===== src/inc/secprog_pkg.sv =====
package secprog_pkg;
  typedef logic [7:0] byte_t;
  typedef logic [23:0] addr_t;
  // Framing bytes.
  localparam byte_t SOH = 8'h01;
  localparam byte_t STX = 8'h02;
  localparam byte_t ETX = 8'h03;
  localparam byte_t ETB = 8'h17;
  localparam byte_t LEN_CMD = 8'h27;
  localparam byte_t CMD_SECPROG = 8'h41;
  localparam byte_t LEN_DATA = 8'h00;
  localparam byte_t LEN_ONE = 8'h01;
  localparam byte_t LEN_TWO = 8'h02;
  localparam byte_t SUM_ACK_ONE = 8'hF9;
  localparam byte_t SUM_ACK_TWO = 8'hF2;
  // Status codes; only the acknowledge value is fixed by the protocol.
  localparam byte_t ST_ACK = 8'h06;
  localparam byte_t ST_NACK = 8'h15;
  localparam byte_t ST_CKSUM = 8'h07;
  localparam byte_t ST_CMDNUM = 8'h04;
  localparam byte_t ST_PARAM = 8'h05;
  localparam byte_t ST_PROTECT = 8'h10;
  localparam byte_t ST_WRITE = 8'h1C;
  localparam byte_t ST_SECSYS = 8'h1A;
  localparam byte_t ST_IVERIFY = 8'h1B;
  // Flash regions and block geometry.
  localparam addr_t CF_START = 24'h00_0000;
  localparam addr_t CF_END = 24'h00_FFFF;
  localparam addr_t DF_START = 24'h0F_1000;
  localparam addr_t DF_END = 24'h0F_1FFF;
  localparam int BLOCK_BITS = 10;
  // Byte positions inside a frame; position 0 is the start byte.
  localparam logic [8:0] IDX_LEN = 9'h001;
  localparam logic [8:0] IDX_CMD = 9'h002;
  localparam logic [8:0] IDX_SA = 9'h003;
  localparam logic [8:0] IDX_EA = 9'h006;
  localparam logic [8:0] IDX_CODE = 9'h009;
  localparam logic [8:0] IDX_CODE_END = 9'h029;
  localparam logic [8:0] IDX_DATA = 9'h002;
  localparam logic [8:0] IDX_DATA_END = 9'h102;
  localparam logic [8:0] FRAME_TAIL = 9'h003;
  localparam logic [8:0] BODY_FULL = 9'h100;
  localparam logic [23:0] PAGE_STEP = 24'h00_0100;
  localparam logic [16:0] PAGES_RST = 17'h0_0000;
  typedef enum logic [6:0] {
    S_IDLE = 7'h01,
    S_CMD_RX = 7'h02,
    S_DATA_WAIT = 7'h04,
    S_DATA_RX = 7'h08,
    S_WRITE = 7'h10,
    S_VERIFY = 7'h20,
    S_TX = 7'h40
  } state_t;
endpackage : secprog_pkg


===== src/hdl/secure_flash_program_cmd.sv =====
`timescale 1ns/1ps
// Notes on behaviour
// - Command frame: start byte, length 27h, code 41h, addresses, codes, sum, ETX.
// - Both addresses arrive as three bytes, low byte first.
// - Two 16-byte secure codes are held as secure data during the write.
// - Start above end gives a parameter error and back to command wait.
// - Address outside both flash regions gives a parameter error.
// - A range crossing a region boundary gives a parameter error.
// - Range must start and end exactly on block boundaries.
// - Valid parameters answer STX, 01h, 06h, F9h, ETX.
// - While awaiting data, non-STX bytes are dropped; STX opens a packet.
// - Wrong terminator for last or non-last packet sets NACK.
// - Checksum mismatch sets the checksum error status.
// - Wrong data length byte sets NACK.
// - Too much or too little data for the range sets NACK.
// - Error on the first packet answers and quits with flash untouched.
// - Later packets report the previous write outcome, then quit on error.
// - Data answer carries two statuses; clean answer is 02h, 06h, 06h, F2h.
// - Non-last packet: acknowledge, write, then take the next packet.
// - Last packet: write first, answer only after the write outcome.
// - Verification runs only after a clean last write; its faults give one-status answers.
// - Clean verification acknowledges and returns to command wait.
// - Command in a forbidden phase answers a command number error.
module secure_flash_program_cmd (
  input wire logic core_clk,
  input wire logic rst,
  input wire secprog_pkg::byte_t rx_data,
  input wire logic rx_valid,
  output logic rx_ready,
  output secprog_pkg::byte_t tx_data,
  output logic tx_valid,
  input wire logic tx_ready,
  input wire logic cmd_permitted,
  output logic cmd_wait,
  output logic flash_start,
  output secprog_pkg::addr_t flash_page_addr,
  input wire secprog_pkg::byte_t flash_rd_idx,
  output secprog_pkg::byte_t flash_rd_byte,
  input wire logic flash_done,
  input wire logic security_fault,
  input wire logic write_fault_flag,
  input wire logic sequencer_fault_flag,
  output logic verify_start,
  input wire logic verify_done,
  input wire logic verify_fault_flag,
  output logic secure_valid,
  output logic [127:0] secure_code_one,
  output logic [127:0] secure_code_two
);
  import secprog_pkg::*;

  state_t state_q, state_d, after_q, after_d;
  logic [8:0] cnt_q;
  byte_t sum_q, len_q, cmd_q;
  addr_t sa_q, ea_q, page_addr_q, page_addr_d;
  logic [255:0] code_q;
  byte_t page_mem [256];
  byte_t resp_len_q, resp_len_d, st0_q, st0_d, st1_q, st1_d, prev_ws_q, prev_ws_d;
  logic [2:0] tx_idx_q, tx_idx_d;
  logic [16:0] pk_left_q, pk_left_d;
  logic first_q, first_d, last_q, last_d, sec_valid_q, sec_valid_d;
  logic flash_start_q, verify_start_q;
  byte_t flash_rd_byte_q;

  // Receive side decode; bytes come from same-clock logic, so no synchroniser.
  wire in_rx = (state_q == S_CMD_RX) || (state_q == S_DATA_RX);
  wire hunting = (state_q == S_IDLE) || (state_q == S_DATA_WAIT);
  assign rx_ready = in_rx || hunting;
  wire rx_fire = rx_valid && rx_ready;
  wire start_fire = rx_fire && ((state_q == S_IDLE && rx_data == SOH) ||
                                (state_q == S_DATA_WAIT && rx_data == STX));
  wire [8:0] body_len = (len_q == 8'h00) ? BODY_FULL : {1'b0, len_q};
  wire [8:0] end_idx = body_len + FRAME_TAIL;
  wire pkt_end = in_rx && rx_fire && (cnt_q > IDX_LEN) && (cnt_q == end_idx);
  wire sum_ok = (sum_q == 8'h00);
  wire is_cmd = (state_q == S_CMD_RX);
  wire is_sa = is_cmd && cnt_q >= IDX_SA && cnt_q < IDX_EA;
  wire is_ea = is_cmd && cnt_q >= IDX_EA && cnt_q < IDX_CODE;
  wire is_code = is_cmd && cnt_q >= IDX_CODE && cnt_q < IDX_CODE_END;
  wire [8:0] data_off = cnt_q - IDX_DATA;
  wire mem_we = (state_q == S_DATA_RX) && rx_fire && cnt_q >= IDX_DATA &&
                cnt_q < IDX_DATA_END && cnt_q + 9'h001 < end_idx;

  // Parameter checks on the captured range.
  wire sa_cf = sa_q >= CF_START && sa_q <= CF_END;
  wire sa_df = sa_q >= DF_START && sa_q <= DF_END;
  wire ea_cf = ea_q >= CF_START && ea_q <= CF_END;
  wire ea_df = ea_q >= DF_START && ea_q <= DF_END;
  wire p_order = sa_q > ea_q;
  wire p_out = !(sa_cf || sa_df) || !(ea_cf || ea_df);
  wire p_cross = sa_cf != ea_cf;
  wire p_align = (sa_q[BLOCK_BITS-1:0] != '0) || !(&ea_q[BLOCK_BITS-1:0]);
  wire param_bad = p_order || p_out || p_cross || p_align;
  wire [24:0] span = {1'b0, ea_q} - {1'b0, sa_q} + 25'h000_0001;
  wire [16:0] pk_total = span[24:8];

  // Command verdict in priority order: framing, sum, phase, then range.
  wire cmd_frame_bad = (rx_data != ETX) || (len_q != LEN_CMD);
  wire byte_t cmd_st = cmd_frame_bad ? ST_NACK :
                       !sum_ok ? ST_CKSUM :
                       !cmd_permitted ? ST_CMDNUM :
                       param_bad ? ST_PARAM : ST_ACK;
  wire cmd_ok = (cmd_st == ST_ACK);

  // Data verdict; the expected terminator also catches too much or too little data.
  wire want_last = (pk_left_q == 17'h0_0001);
  wire term_bad = want_last ? (rx_data != ETX) : (rx_data != ETB);
  wire byte_t comm_st = term_bad ? ST_NACK :
                        (len_q != LEN_DATA) ? ST_NACK :
                        !sum_ok ? ST_CKSUM : ST_ACK;
  wire data_bad = (comm_st != ST_ACK) || (prev_ws_q != ST_ACK);

  // Outcome of the secure driver and flash sequencer.
  wire byte_t w_st = security_fault ? ST_SECSYS :
                     write_fault_flag ? ST_WRITE :
                     sequencer_fault_flag ? ST_PROTECT : ST_ACK;
  wire byte_t v_st = verify_fault_flag ? ST_IVERIFY :
                     sequencer_fault_flag ? ST_PROTECT : ST_ACK;

  // Response framer feeding the output buffer.
  wire two_st = (resp_len_q == LEN_TWO);
  wire byte_t tx_sum = 8'h00 - resp_len_q - st0_q - (two_st ? st1_q : 8'h00);
  wire [2:0] tx_last = two_st ? 3'h5 : 3'h4;
  wire byte_t tx_byte = (tx_idx_q == 3'h0) ? STX :
                        (tx_idx_q == 3'h1) ? resp_len_q :
                        (tx_idx_q == 3'h2) ? st0_q :
                        (tx_idx_q == 3'h3) ? (two_st ? st1_q : tx_sum) :
                        (tx_idx_q == 3'h4) ? (two_st ? tx_sum : ETX) : ETX;
  wire buf_in_valid = (state_q == S_TX);
  logic buf_in_ready;
  wire buf_fire = buf_in_valid && buf_in_ready;

  // A stall by the receiver only holds the framer; no answer byte is dropped.
  byte_buffer2 #(
    .W(8),
    .DEPTH(2)
  ) u_tx_buf (
    .core_clk(core_clk),
    .rst(rst),
    .in_data(tx_byte),
    .in_valid(buf_in_valid),
    .in_ready(buf_in_ready),
    .out_data(tx_data),
    .out_valid(tx_valid),
    .out_ready(tx_ready)
  );

  // Sequencer of the whole command, from command wait back to command wait.
  always_comb begin
    state_d = state_q;
    after_d = after_q;
    resp_len_d = resp_len_q;
    st0_d = st0_q;
    st1_d = st1_q;
    tx_idx_d = tx_idx_q;
    first_d = first_q;
    last_d = last_q;
    pk_left_d = pk_left_q;
    page_addr_d = page_addr_q;
    prev_ws_d = prev_ws_q;
    sec_valid_d = sec_valid_q;
    case (state_q)
      S_IDLE: begin
        if (start_fire) begin
          state_d = S_CMD_RX;
        end
      end
      S_CMD_RX: begin
        if (pkt_end) begin
          if (cmd_q != CMD_SECPROG) begin
            state_d = S_IDLE;
          end else begin
            state_d = S_TX;
            after_d = cmd_ok ? S_DATA_WAIT : S_IDLE;
            resp_len_d = LEN_ONE;
            st0_d = cmd_st;
            first_d = 1'b1;
            last_d = 1'b0;
            pk_left_d = pk_total;
            page_addr_d = sa_q;
            prev_ws_d = ST_ACK;
            sec_valid_d = cmd_ok;
          end
        end
      end
      S_DATA_WAIT: begin
        if (start_fire) begin
          state_d = S_DATA_RX;
        end
      end
      S_DATA_RX: begin
        if (pkt_end) begin
          resp_len_d = LEN_TWO;
          st0_d = comm_st;
          st1_d = prev_ws_q;
          if (data_bad) begin
            state_d = S_TX;
            after_d = S_IDLE;
          end else if (!want_last) begin
            state_d = S_TX;
            after_d = S_WRITE;
          end else begin
            state_d = S_WRITE;
            last_d = 1'b1;
          end
        end
      end
      S_WRITE: begin
        if (flash_done) begin
          page_addr_d = page_addr_q + PAGE_STEP;
          pk_left_d = pk_left_q - 17'h0_0001;
          first_d = 1'b0;
          if (!last_q) begin
            prev_ws_d = w_st;
            state_d = S_DATA_WAIT;
          end else begin
            state_d = S_TX;
            resp_len_d = LEN_TWO;
            st0_d = ST_ACK;
            st1_d = w_st;
            after_d = (w_st == ST_ACK) ? S_VERIFY : S_IDLE;
          end
        end
      end
      S_VERIFY: begin
        if (verify_done) begin
          state_d = S_TX;
          resp_len_d = LEN_ONE;
          st0_d = v_st;
          after_d = S_IDLE;
        end
      end
      S_TX: begin
        if (buf_fire) begin
          tx_idx_d = tx_idx_q + 3'h1;
          if (tx_idx_q == tx_last) begin
            tx_idx_d = 3'h0;
            state_d = after_q;
          end
        end
      end
      default: begin
        state_d = S_IDLE;
      end
    endcase
    if (state_d == S_IDLE) begin
      sec_valid_d = 1'b0;
    end
  end

  // Control registers.
  always_ff @(posedge core_clk) begin
    if (rst) begin
      state_q <= S_IDLE;
      after_q <= S_IDLE;
      resp_len_q <= LEN_ONE;
      st0_q <= ST_ACK;
      st1_q <= ST_ACK;
      tx_idx_q <= 3'h0;
      first_q <= 1'b0;
      last_q <= 1'b0;
      pk_left_q <= PAGES_RST;
      page_addr_q <= '0;
      prev_ws_q <= ST_ACK;
      sec_valid_q <= 1'b0;
    end else begin
      state_q <= state_d;
      after_q <= after_d;
      resp_len_q <= resp_len_d;
      st0_q <= st0_d;
      st1_q <= st1_d;
      tx_idx_q <= tx_idx_d;
      first_q <= first_d;
      last_q <= last_d;
      pk_left_q <= pk_left_d;
      page_addr_q <= page_addr_d;
      prev_ws_q <= prev_ws_d;
      sec_valid_q <= sec_valid_d;
    end
  end

  // Byte position and running sum; the sum covers length through checksum.
  always_ff @(posedge core_clk) begin
    if (rst || start_fire) begin
      cnt_q <= {8'h00, start_fire};
      sum_q <= 8'h00;
    end else if (in_rx && rx_fire) begin
      cnt_q <= cnt_q + 9'h001;
      sum_q <= sum_q + rx_data;
    end
  end

  // Field capture; addresses shift in from the top so the low byte lands lowest.
  always_ff @(posedge core_clk) begin
    if (rst) begin
      len_q <= 8'h00;
      cmd_q <= 8'h00;
      sa_q <= '0;
      ea_q <= '0;
      code_q <= '0;
    end else if (in_rx && rx_fire) begin
      len_q <= (cnt_q == IDX_LEN) ? rx_data : len_q;
      cmd_q <= (is_cmd && cnt_q == IDX_CMD) ? rx_data : cmd_q;
      sa_q <= is_sa ? {rx_data, sa_q[23:8]} : sa_q;
      ea_q <= is_ea ? {rx_data, ea_q[23:8]} : ea_q;
      code_q <= is_code ? {code_q[247:0], rx_data} : code_q;
    end
  end

  // Page buffer; flash is only touched after the packet has been judged.
  always_ff @(posedge core_clk) begin
    if (mem_we) begin
      page_mem[data_off[7:0]] <= rx_data;
    end
  end

  // Start strobes fire on entry to the write and verify steps.
  always_ff @(posedge core_clk) begin
    if (rst) begin
      flash_start_q <= 1'b0;
      verify_start_q <= 1'b0;
      flash_rd_byte_q <= 8'h00;
    end else begin
      flash_start_q <= (state_d == S_WRITE) && (state_q != S_WRITE);
      verify_start_q <= (state_d == S_VERIFY) && (state_q != S_VERIFY);
      flash_rd_byte_q <= page_mem[flash_rd_idx];
    end
  end

  assign cmd_wait = (state_q == S_IDLE);
  assign flash_start = flash_start_q;
  assign verify_start = verify_start_q;
  assign flash_page_addr = page_addr_q;
  assign flash_rd_byte = flash_rd_byte_q;
  assign secure_valid = sec_valid_q;
  assign secure_code_one = code_q[255:128];
  assign secure_code_two = code_q[127:0];

  wire cmd_end = is_cmd && pkt_end && cmd_q == CMD_SECPROG && !cmd_frame_bad && sum_ok;
endmodule : secure_flash_program_cmd


===== src/hdl/byte_buffer2.sv =====
`timescale 1ns/1ps
module byte_buffer2 #(
  parameter int W = 8,
  parameter int DEPTH = 2
) (
  input wire logic core_clk,
  input wire logic rst,
  input wire logic [W-1:0] in_data,
  input wire logic in_valid,
  output logic in_ready,
  output logic [W-1:0] out_data,
  output logic out_valid,
  input wire logic out_ready
);
  localparam int AW = $clog2(DEPTH);
  // Sized at the count's width so that the depth itself is not cut to zero.
  localparam logic [AW:0] FULL = (AW+1)'(DEPTH);
  logic [W-1:0] mem [DEPTH];
  logic [AW-1:0] wp_q;
  logic [AW-1:0] rp_q;
  logic [AW:0] cnt_q;
  wire push = in_valid && in_ready;
  wire pop = out_valid && out_ready;
  // Full and empty come straight from the count, so a stalled reader really fills it.
  assign in_ready = (cnt_q != FULL);
  assign out_valid = (cnt_q != '0);
  assign out_data = mem[rp_q];
  // Storage carries no reset; the count alone decides what is valid.
  always_ff @(posedge core_clk) begin
    if (push) begin
      mem[wp_q] <= in_data;
    end
  end
  // Pointers wrap on the power-of-two depth.
  always_ff @(posedge core_clk) begin
    if (rst) begin
      wp_q <= '0;
      rp_q <= '0;
      cnt_q <= '0;
    end else begin
      wp_q <= wp_q + AW'(push);
      rp_q <= rp_q + AW'(pop);
      cnt_q <= cnt_q + (AW+1)'(push) - (AW+1)'(pop);
    end
  end
endmodule : byte_buffer2


===== config.mk =====
export PLATFORM = sky130hd
export DESIGN_NAME = secure_flash_program_cmd
export DESIGN_NICKNAME = d
export VERILOG_FILES = /design/src/inc/secprog_pkg.sv /design/src/hdl/secure_flash_program_cmd.sv /design/src/hdl/byte_buffer2.sv
export SDC_FILE = /design/constraint.sdc
export NUM_CORES = 2
export LEC_CHECK = 0
export ABC_AREA = 1
export BUFFER_PORTS_ARGS = -buffer_cell sky130_fd_sc_hd__buf_2
export CAP_MARGIN = 20
export CELL_PAD_IN_SITES_DETAIL_PLACEMENT = 0
export CELL_PAD_IN_SITES_GLOBAL_PLACEMENT = 1
export CORE_UTILIZATION = 50
export CTS_BUF_LIST = sky130_fd_sc_hd__clkbuf_4 sky130_fd_sc_hd__clkbuf_8 sky130_fd_sc_hd__clkbuf_16
export DETAILED_ROUTE_END_ITERATION = 8
export PLACE_DENSITY_LB_ADDON = 0.05
export RECOVER_POWER = 100
export SKIP_CTS_REPAIR_TIMING = 1
export SYNTH_ARGS = -nofsm -noshare
export SYNTH_HDL_FRONTEND = slang
export SYNTH_SLANG_ARGS = --single-unit

===== constraint.sdc =====
create_clock -name core_clk -period 4.5 [get_ports core_clk]
set_clock_uncertainty 0.1 [all_clocks]
set_input_delay 0 -clock core_clk [delete_from_list [all_inputs] [get_ports core_clk]]
set_output_delay 0 -clock core_clk [all_outputs]
set_load 0.02 [all_outputs]

==> flow_results.org <==
** Status
- Run status :: finished, violations left
- Violations in the final reports :: negative hold slack, max-capacitance violations, max-slew violations

** Clock tree
- TritonCTS built the clock tree.
- The H-tree generated during clock tree synthesis spans 5 levels.
- In this run, CTS created clock tree buffers numbering 281.
- The root buffer cell chosen for the clock tree is sky130_fd_sc_hd__clkbuf_16.
- Source-to-sink clock delay at the later pin of the worst-skew pair :: 940 ps
- After clock tree synthesis, the clock-pin slew on the worst setup and hold paths is 60 ps.
- Maximum clock path buffer count :: 4
- Number of sinks driven by the clock tree :: 2487

** Final layout
- Area overhead of the layout relative to synthesis :: 13.97%
- Number of inserted filler cells in the final layout :: 17420
- Post-layout instance area :: 117100 um^2
- In the final layout, the share of cells above drive strength 1 is 0.08831.
- For this run, the post-layout net count is 9750.

** Setup path
- The setup path with the least slack is of type in -> reg.
- R2r setup slk :: 180 ps
- STA puts the critical path data required time at 5240 ps.
- Following the worst setup path forward leads to its endpoint at flash_rd_byte[6]$_SDFF_PP0_.
- Kind of start point of the critical path :: input pin
- Tracing the worst setup path back leads to its startpoint at flash_rd_idx[2].
- Cells along the critical path :: dlygate4sd3_1 > buf_8 > inv_4 > buf_4 > nand2_1 > nand3_1 > nand3_1 > nand3_1 > nand3_1 > nand2_1 > nand2_1 > dlygate4sd3_1 > a21oi_1 > dlygate4sd3_1
- Instance count on the critical path :: 14
- Reg-to-reg startpoint :: cnt_q[1]$_SDFFE_PN0P_
- Measured in cells, the most critical reg-to-reg path has a length of 15.
- Data arrival time of the worst path :: 5090 ps
- Slowest cell delay on critical path :: 1300 ps
- Most numerous cell on the critical path :: sky130_fd_sc_hd__nand3_1
- Max Fanout on Critical Path :: 151
- The kind of cell with the highest combined delay along the critical path is buffers and inverters.
- The largest individual stage delay along the critical path comes from the cell sky130_fd_sc_hd__inv_4.
- Number of buffers and inverters on the critical path :: 6
- Endpoint of the most critical register-to-register path :: page_mem[155][3]$_DFFE_PP_
- STA classifies the critical path endpoint as a flip-flop.

** Placement
- Post-placement cell area :: 108100 um^2
- The congestion estimate from routability-driven global placement came to 0.8806.
- Input and output buffers added on the ports amount to 328.
- Post-detailed-placement half-perimeter wirelength :: 188.0 mm

** Hold path
- In this run the worst hold path is classified as in -> reg.

** Timing
- Highest Clock Rate :: 229.7 MHz
- For the pin with the worst max-slew slack, the measured transition is 4067 ps.
- Final Hold Violating Endpoints :: 1
- In this run the tightest slew margin relative to its limit is -1.712.
- Max Transition Viols Final :: 1607
- Setup repair after global routing missed its margin :: true
- Of the available clock period, the critical path in the final layout requires 0.9673.
- Hold timing on the final database bottoms out at a slack of -11.92 ps.
- Final-report setup violation count :: 0
- Counting I/O delays and the setup requirement, the final critical path takes 4353 ps.

** Yosys
- The number of nets handed over by synthesis was 9407.
- After synthesis, the share of flip-flops with an asynchronous set or reset is 0.
- Yosys printed 0 warnings.
- After synthesis, the netlist uses 63 different library cells.
- Average instance area after synthesis :: 11.11 um^2
- Predominant post-synthesis flop cell :: sky130_fd_sc_hd__edfxtp_1
- Summing every instance area after synthesis gives 102800 um^2.
- Seq/Total Area, Yosys :: 0.6855
- In this run, synthesis produced a sequential element count of 2487.
- Yosys mapped a number of flops with a built-in enable equal to 2065.
- Synthesis produced a netlist whose cell count is 9255.

** Floorplanning
- The die is 455.4 um wide.
- The initial utilization of the core area, before any placement, comes to 0.5029.
- The floorplan step set the die height to 455.4 um.
- The die covers 207400 um^2.
- The floorplan step defined a core boundary enclosing 204400 um^2.
- Floorplan row count :: 166
- Number of I/O pins :: 329

** Drt
- Dividing the detail-routed wire length by the instance count gives 24.75 um.
- The routed design has 309.1 mm of wire.
- Total via count in the routed design :: 73100
- Antenna-violating nets left :: 0
- In the routed layout, each cell is associated on average with a via count of 5.854.
- The first routing iteration left 8447 violations.
- In the routed design, unresolved DRC markers number 0.
- Before antenna repair, the detailed router went through 7 iterations.

** Power
- In this run the static leakage power is 39.84 nW.
- Final Power :: 50.70 mW
- IR Drop Worst-Case VDD :: 0.4059 mV
- Total power per unit cell area :: 432.9 nW/um^2

** Global routing
- Across every metal layer, demand over resource in global routing totals 0.2907.
- The number of antenna violations at the first check in global routing came to 10.
- Wire length of the first global-routing pass :: 449.6 mm
- Largest net degree at the start of global routing :: 192
- Vias in the first global route :: 69740
- The total overflow left after global routing is 0.

** Run
- Max-cap violations in this run came to 22.
-- cell families (layout without fill, tap and decap cells) --
| group | Yosys count | after routing | share of synthesized area |
|---|---|---|---|
| other | 0 | 5 | 0 |
| adder cells (fa/ha/maj) | 125 | 125 | 0.01544 |
| buffers and inverters | 1154 | 1694 | 0.04587 |
| flip-flops | 2487 | 2487 | 0.6855 |
| AND/OR/NAND/NOR | 2925 | 2925 | 0.1182 |
| XOR/XNOR | 41 | 41 | 0.003494 |
| AO/OA/AOI/OAI | 2523 | 2523 | 0.1314 |
-- synth_stat cells (4+ instances only) --
cell	n	share of area
sky130_fd_sc_hd__o21bai_1	9	0.00066
sky130_fd_sc_hd__nor4_1	10	0.00061
sky130_fd_sc_hd__o21ai_1	102	0.0050
sky130_fd_sc_hd__nand3_1	502	0.024
sky130_fd_sc_hd__xor2_1	34	0.0029
sky130_fd_sc_hd__and3_1	9	0.00055
sky130_fd_sc_hd__nor3_1	160	0.0078
sky130_fd_sc_hd__clkinv_1	4	0.00015
sky130_fd_sc_hd__buf_2	141	0.0069
sky130_fd_sc_hd__nand2_1	812	0.030
sky130_fd_sc_hd__or2_2	11	0.00067
sky130_fd_sc_hd__ha_1	122	0.015
sky130_fd_sc_hd__nand2_2	14	0.00085
sky130_fd_sc_hd__inv_2	7	0.00026
sky130_fd_sc_hd__nor2_1	1343	0.049
sky130_fd_sc_hd__dfxtp_1	422	0.082
sky130_fd_sc_hd__inv_1	508	0.019
sky130_fd_sc_hd__nand4_1	37	0.0023
sky130_fd_sc_hd__o22ai_1	529	0.032
sky130_fd_sc_hd__a21oi_1	435	0.021
sky130_fd_sc_hd__buf_1	30	0.0011
sky130_fd_sc_hd__o21ai_0	1374	0.067
sky130_fd_sc_hd__edfxtp_1	2065	0.60
sky130_fd_sc_hd__buf_6	10	0.0011
sky130_fd_sc_hd__o211ai_1	11	0.00080
sky130_fd_sc_hd__a31oi_1	26	0.0016
sky130_fd_sc_hd__buf_4	30	0.0022
sky130_fd_sc_hd__nor2_2	9	0.00055
sky130_fd_sc_hd__a21o_1	6	0.00044
sky130_fd_sc_hd__clkbuf_1	419	0.015
sky130_fd_sc_hd__a211oi_1	8	0.00058
sky130_fd_sc_hd__xnor2_1	7	0.00060
-- sequential cells by signal, summed over array words and instances, names as in the netlist, 7 cells and up --
register	cells
flash_page_addr	24
pk_left_q	17
sum_q	8
flash_rd_byte	8
sa_q	24
cmd_q	8
cnt_q	9
state_q	7
code_q	256
len_q	8
ea_q	24
page_mem	2048
u_tx_buf.mem	16
-- worst min path at each step --
| stage | depth (start not counted) | slack, ps | startpoint | endpoint |
|---|---|---|---|---|
| floorplan | 0 | -1 | rx_data[0] | page_mem[0][0]$_DFFE_PP_ |
| detailed placement | 3 | 230 | tx_ready | u_tx_buf.rp_q$_SDFF_PP0_ |
| global placement | 3 | 220 | tx_ready | u_tx_buf.rp_q$_SDFF_PP0_ |
| global route | 5 | 10 | flash_rd_idx[5] | flash_rd_byte[2]$_SDFF_PP0_ |
| CTS | 3 | -760 | tx_ready | u_tx_buf.rp_q$_SDFF_PP0_ |
| finish | 6 | -10 | security_fault | prev_ws_q[3]$_SDFFE_PP0P_ |
-- metrics by stage --
stage               TNS (ps)  worst slack (ps)  utilization  instances
floorplan                  0             647.2            -       9255
global placement           0             293.6       0.5289      11960
detailed placement         0             235.9       0.5289      11960
CTS                        0             244.3       0.5745      12440
global route           -4145            -60.23       0.5731      12490
finish                     0             147.0       0.5731      12490
-- layout by cell type (no fill, tap or decap), drive strengths merged, types with 2 or more instances in the layout --
master,synthesis,layout
edfxtp,2065,2065
o21ai,1477,1477
nor2,1354,1354
nand2,829,829
clkbuf,420,723
o22ai,529,529
inv,518,527
nand3,506,506
a21oi,437,437
dfxtp,422,422
buf,211,273
nor3,162,162
ha,122,122
clkinv,5,77
dlygate4sd3,0,43
nand4,38,38
xor2,34,34
bufinv,0,34
a31oi,26,26
clkinvlp,0,17
or2,11,11
o211ai,11,11
nor4,10,10
a211oi,10,10
and3,9,9
o21bai,9,9
xnor2,7,7
a21o,6,6
diode,0,5
o31ai,3,3
o21a,3,3
nand3b,3,3
fa,3,3
a21boi,3,3
o221ai,2,2
nor3b,2,2
-- tightest hold or removal path: stages --
cell	delay [ps]
sky130_fd_sc_hd__dlygate4sd3_1	520
sky130_fd_sc_hd__buf_2	120
sky130_fd_sc_hd__o21ai_0	120
sky130_fd_sc_hd__inv_1	70
sky130_fd_sc_hd__nor2_1	40
sky130_fd_sc_hd__nor2_1	90
-- area by class of cell --
type / count / area [um^2] / share of cell area
multi-input combinational: 5614 / 27670 / 0.2362
timing repair buffer: 691 / 4302 / 0.03672
inverter: 523 / 2007 / 0.01713
antenna: 5 / 12.51 / 0.0001068
sequential: 2487 / 70460 / 0.6015
tap: 2688 / 3363 / 0.02871
clock buffer: 348 / 7761 / 0.06626
clock inverter: 132 / 1559 / 0.01331
-- metal layers --
layer | wire, um | share of wire | global-route usage | vias to the layer above
li1 | - | - | - | 33800
met1 | 133200 | 0.43 | 0.4161 | 35730
met2 | 143600 | 0.46 | 0.4583 | 3046
met3 | 22750 | 0.074 | 0.04275 | 525
met4 | 9489 | 0.031 | 0.09181 | 2
met5 | 13 | 0.000042 | 0 | -
-- power by group --
group	switching (mW)	leakage (nW)	internal [mW]
Sequential	0.0106	22.0	24.9
Clock	9.01	4.59	14.2
Combinational	1.98	13.3	0.611
Total	11.0	39.8	39.7
Power figures use the tool's default switching activity.
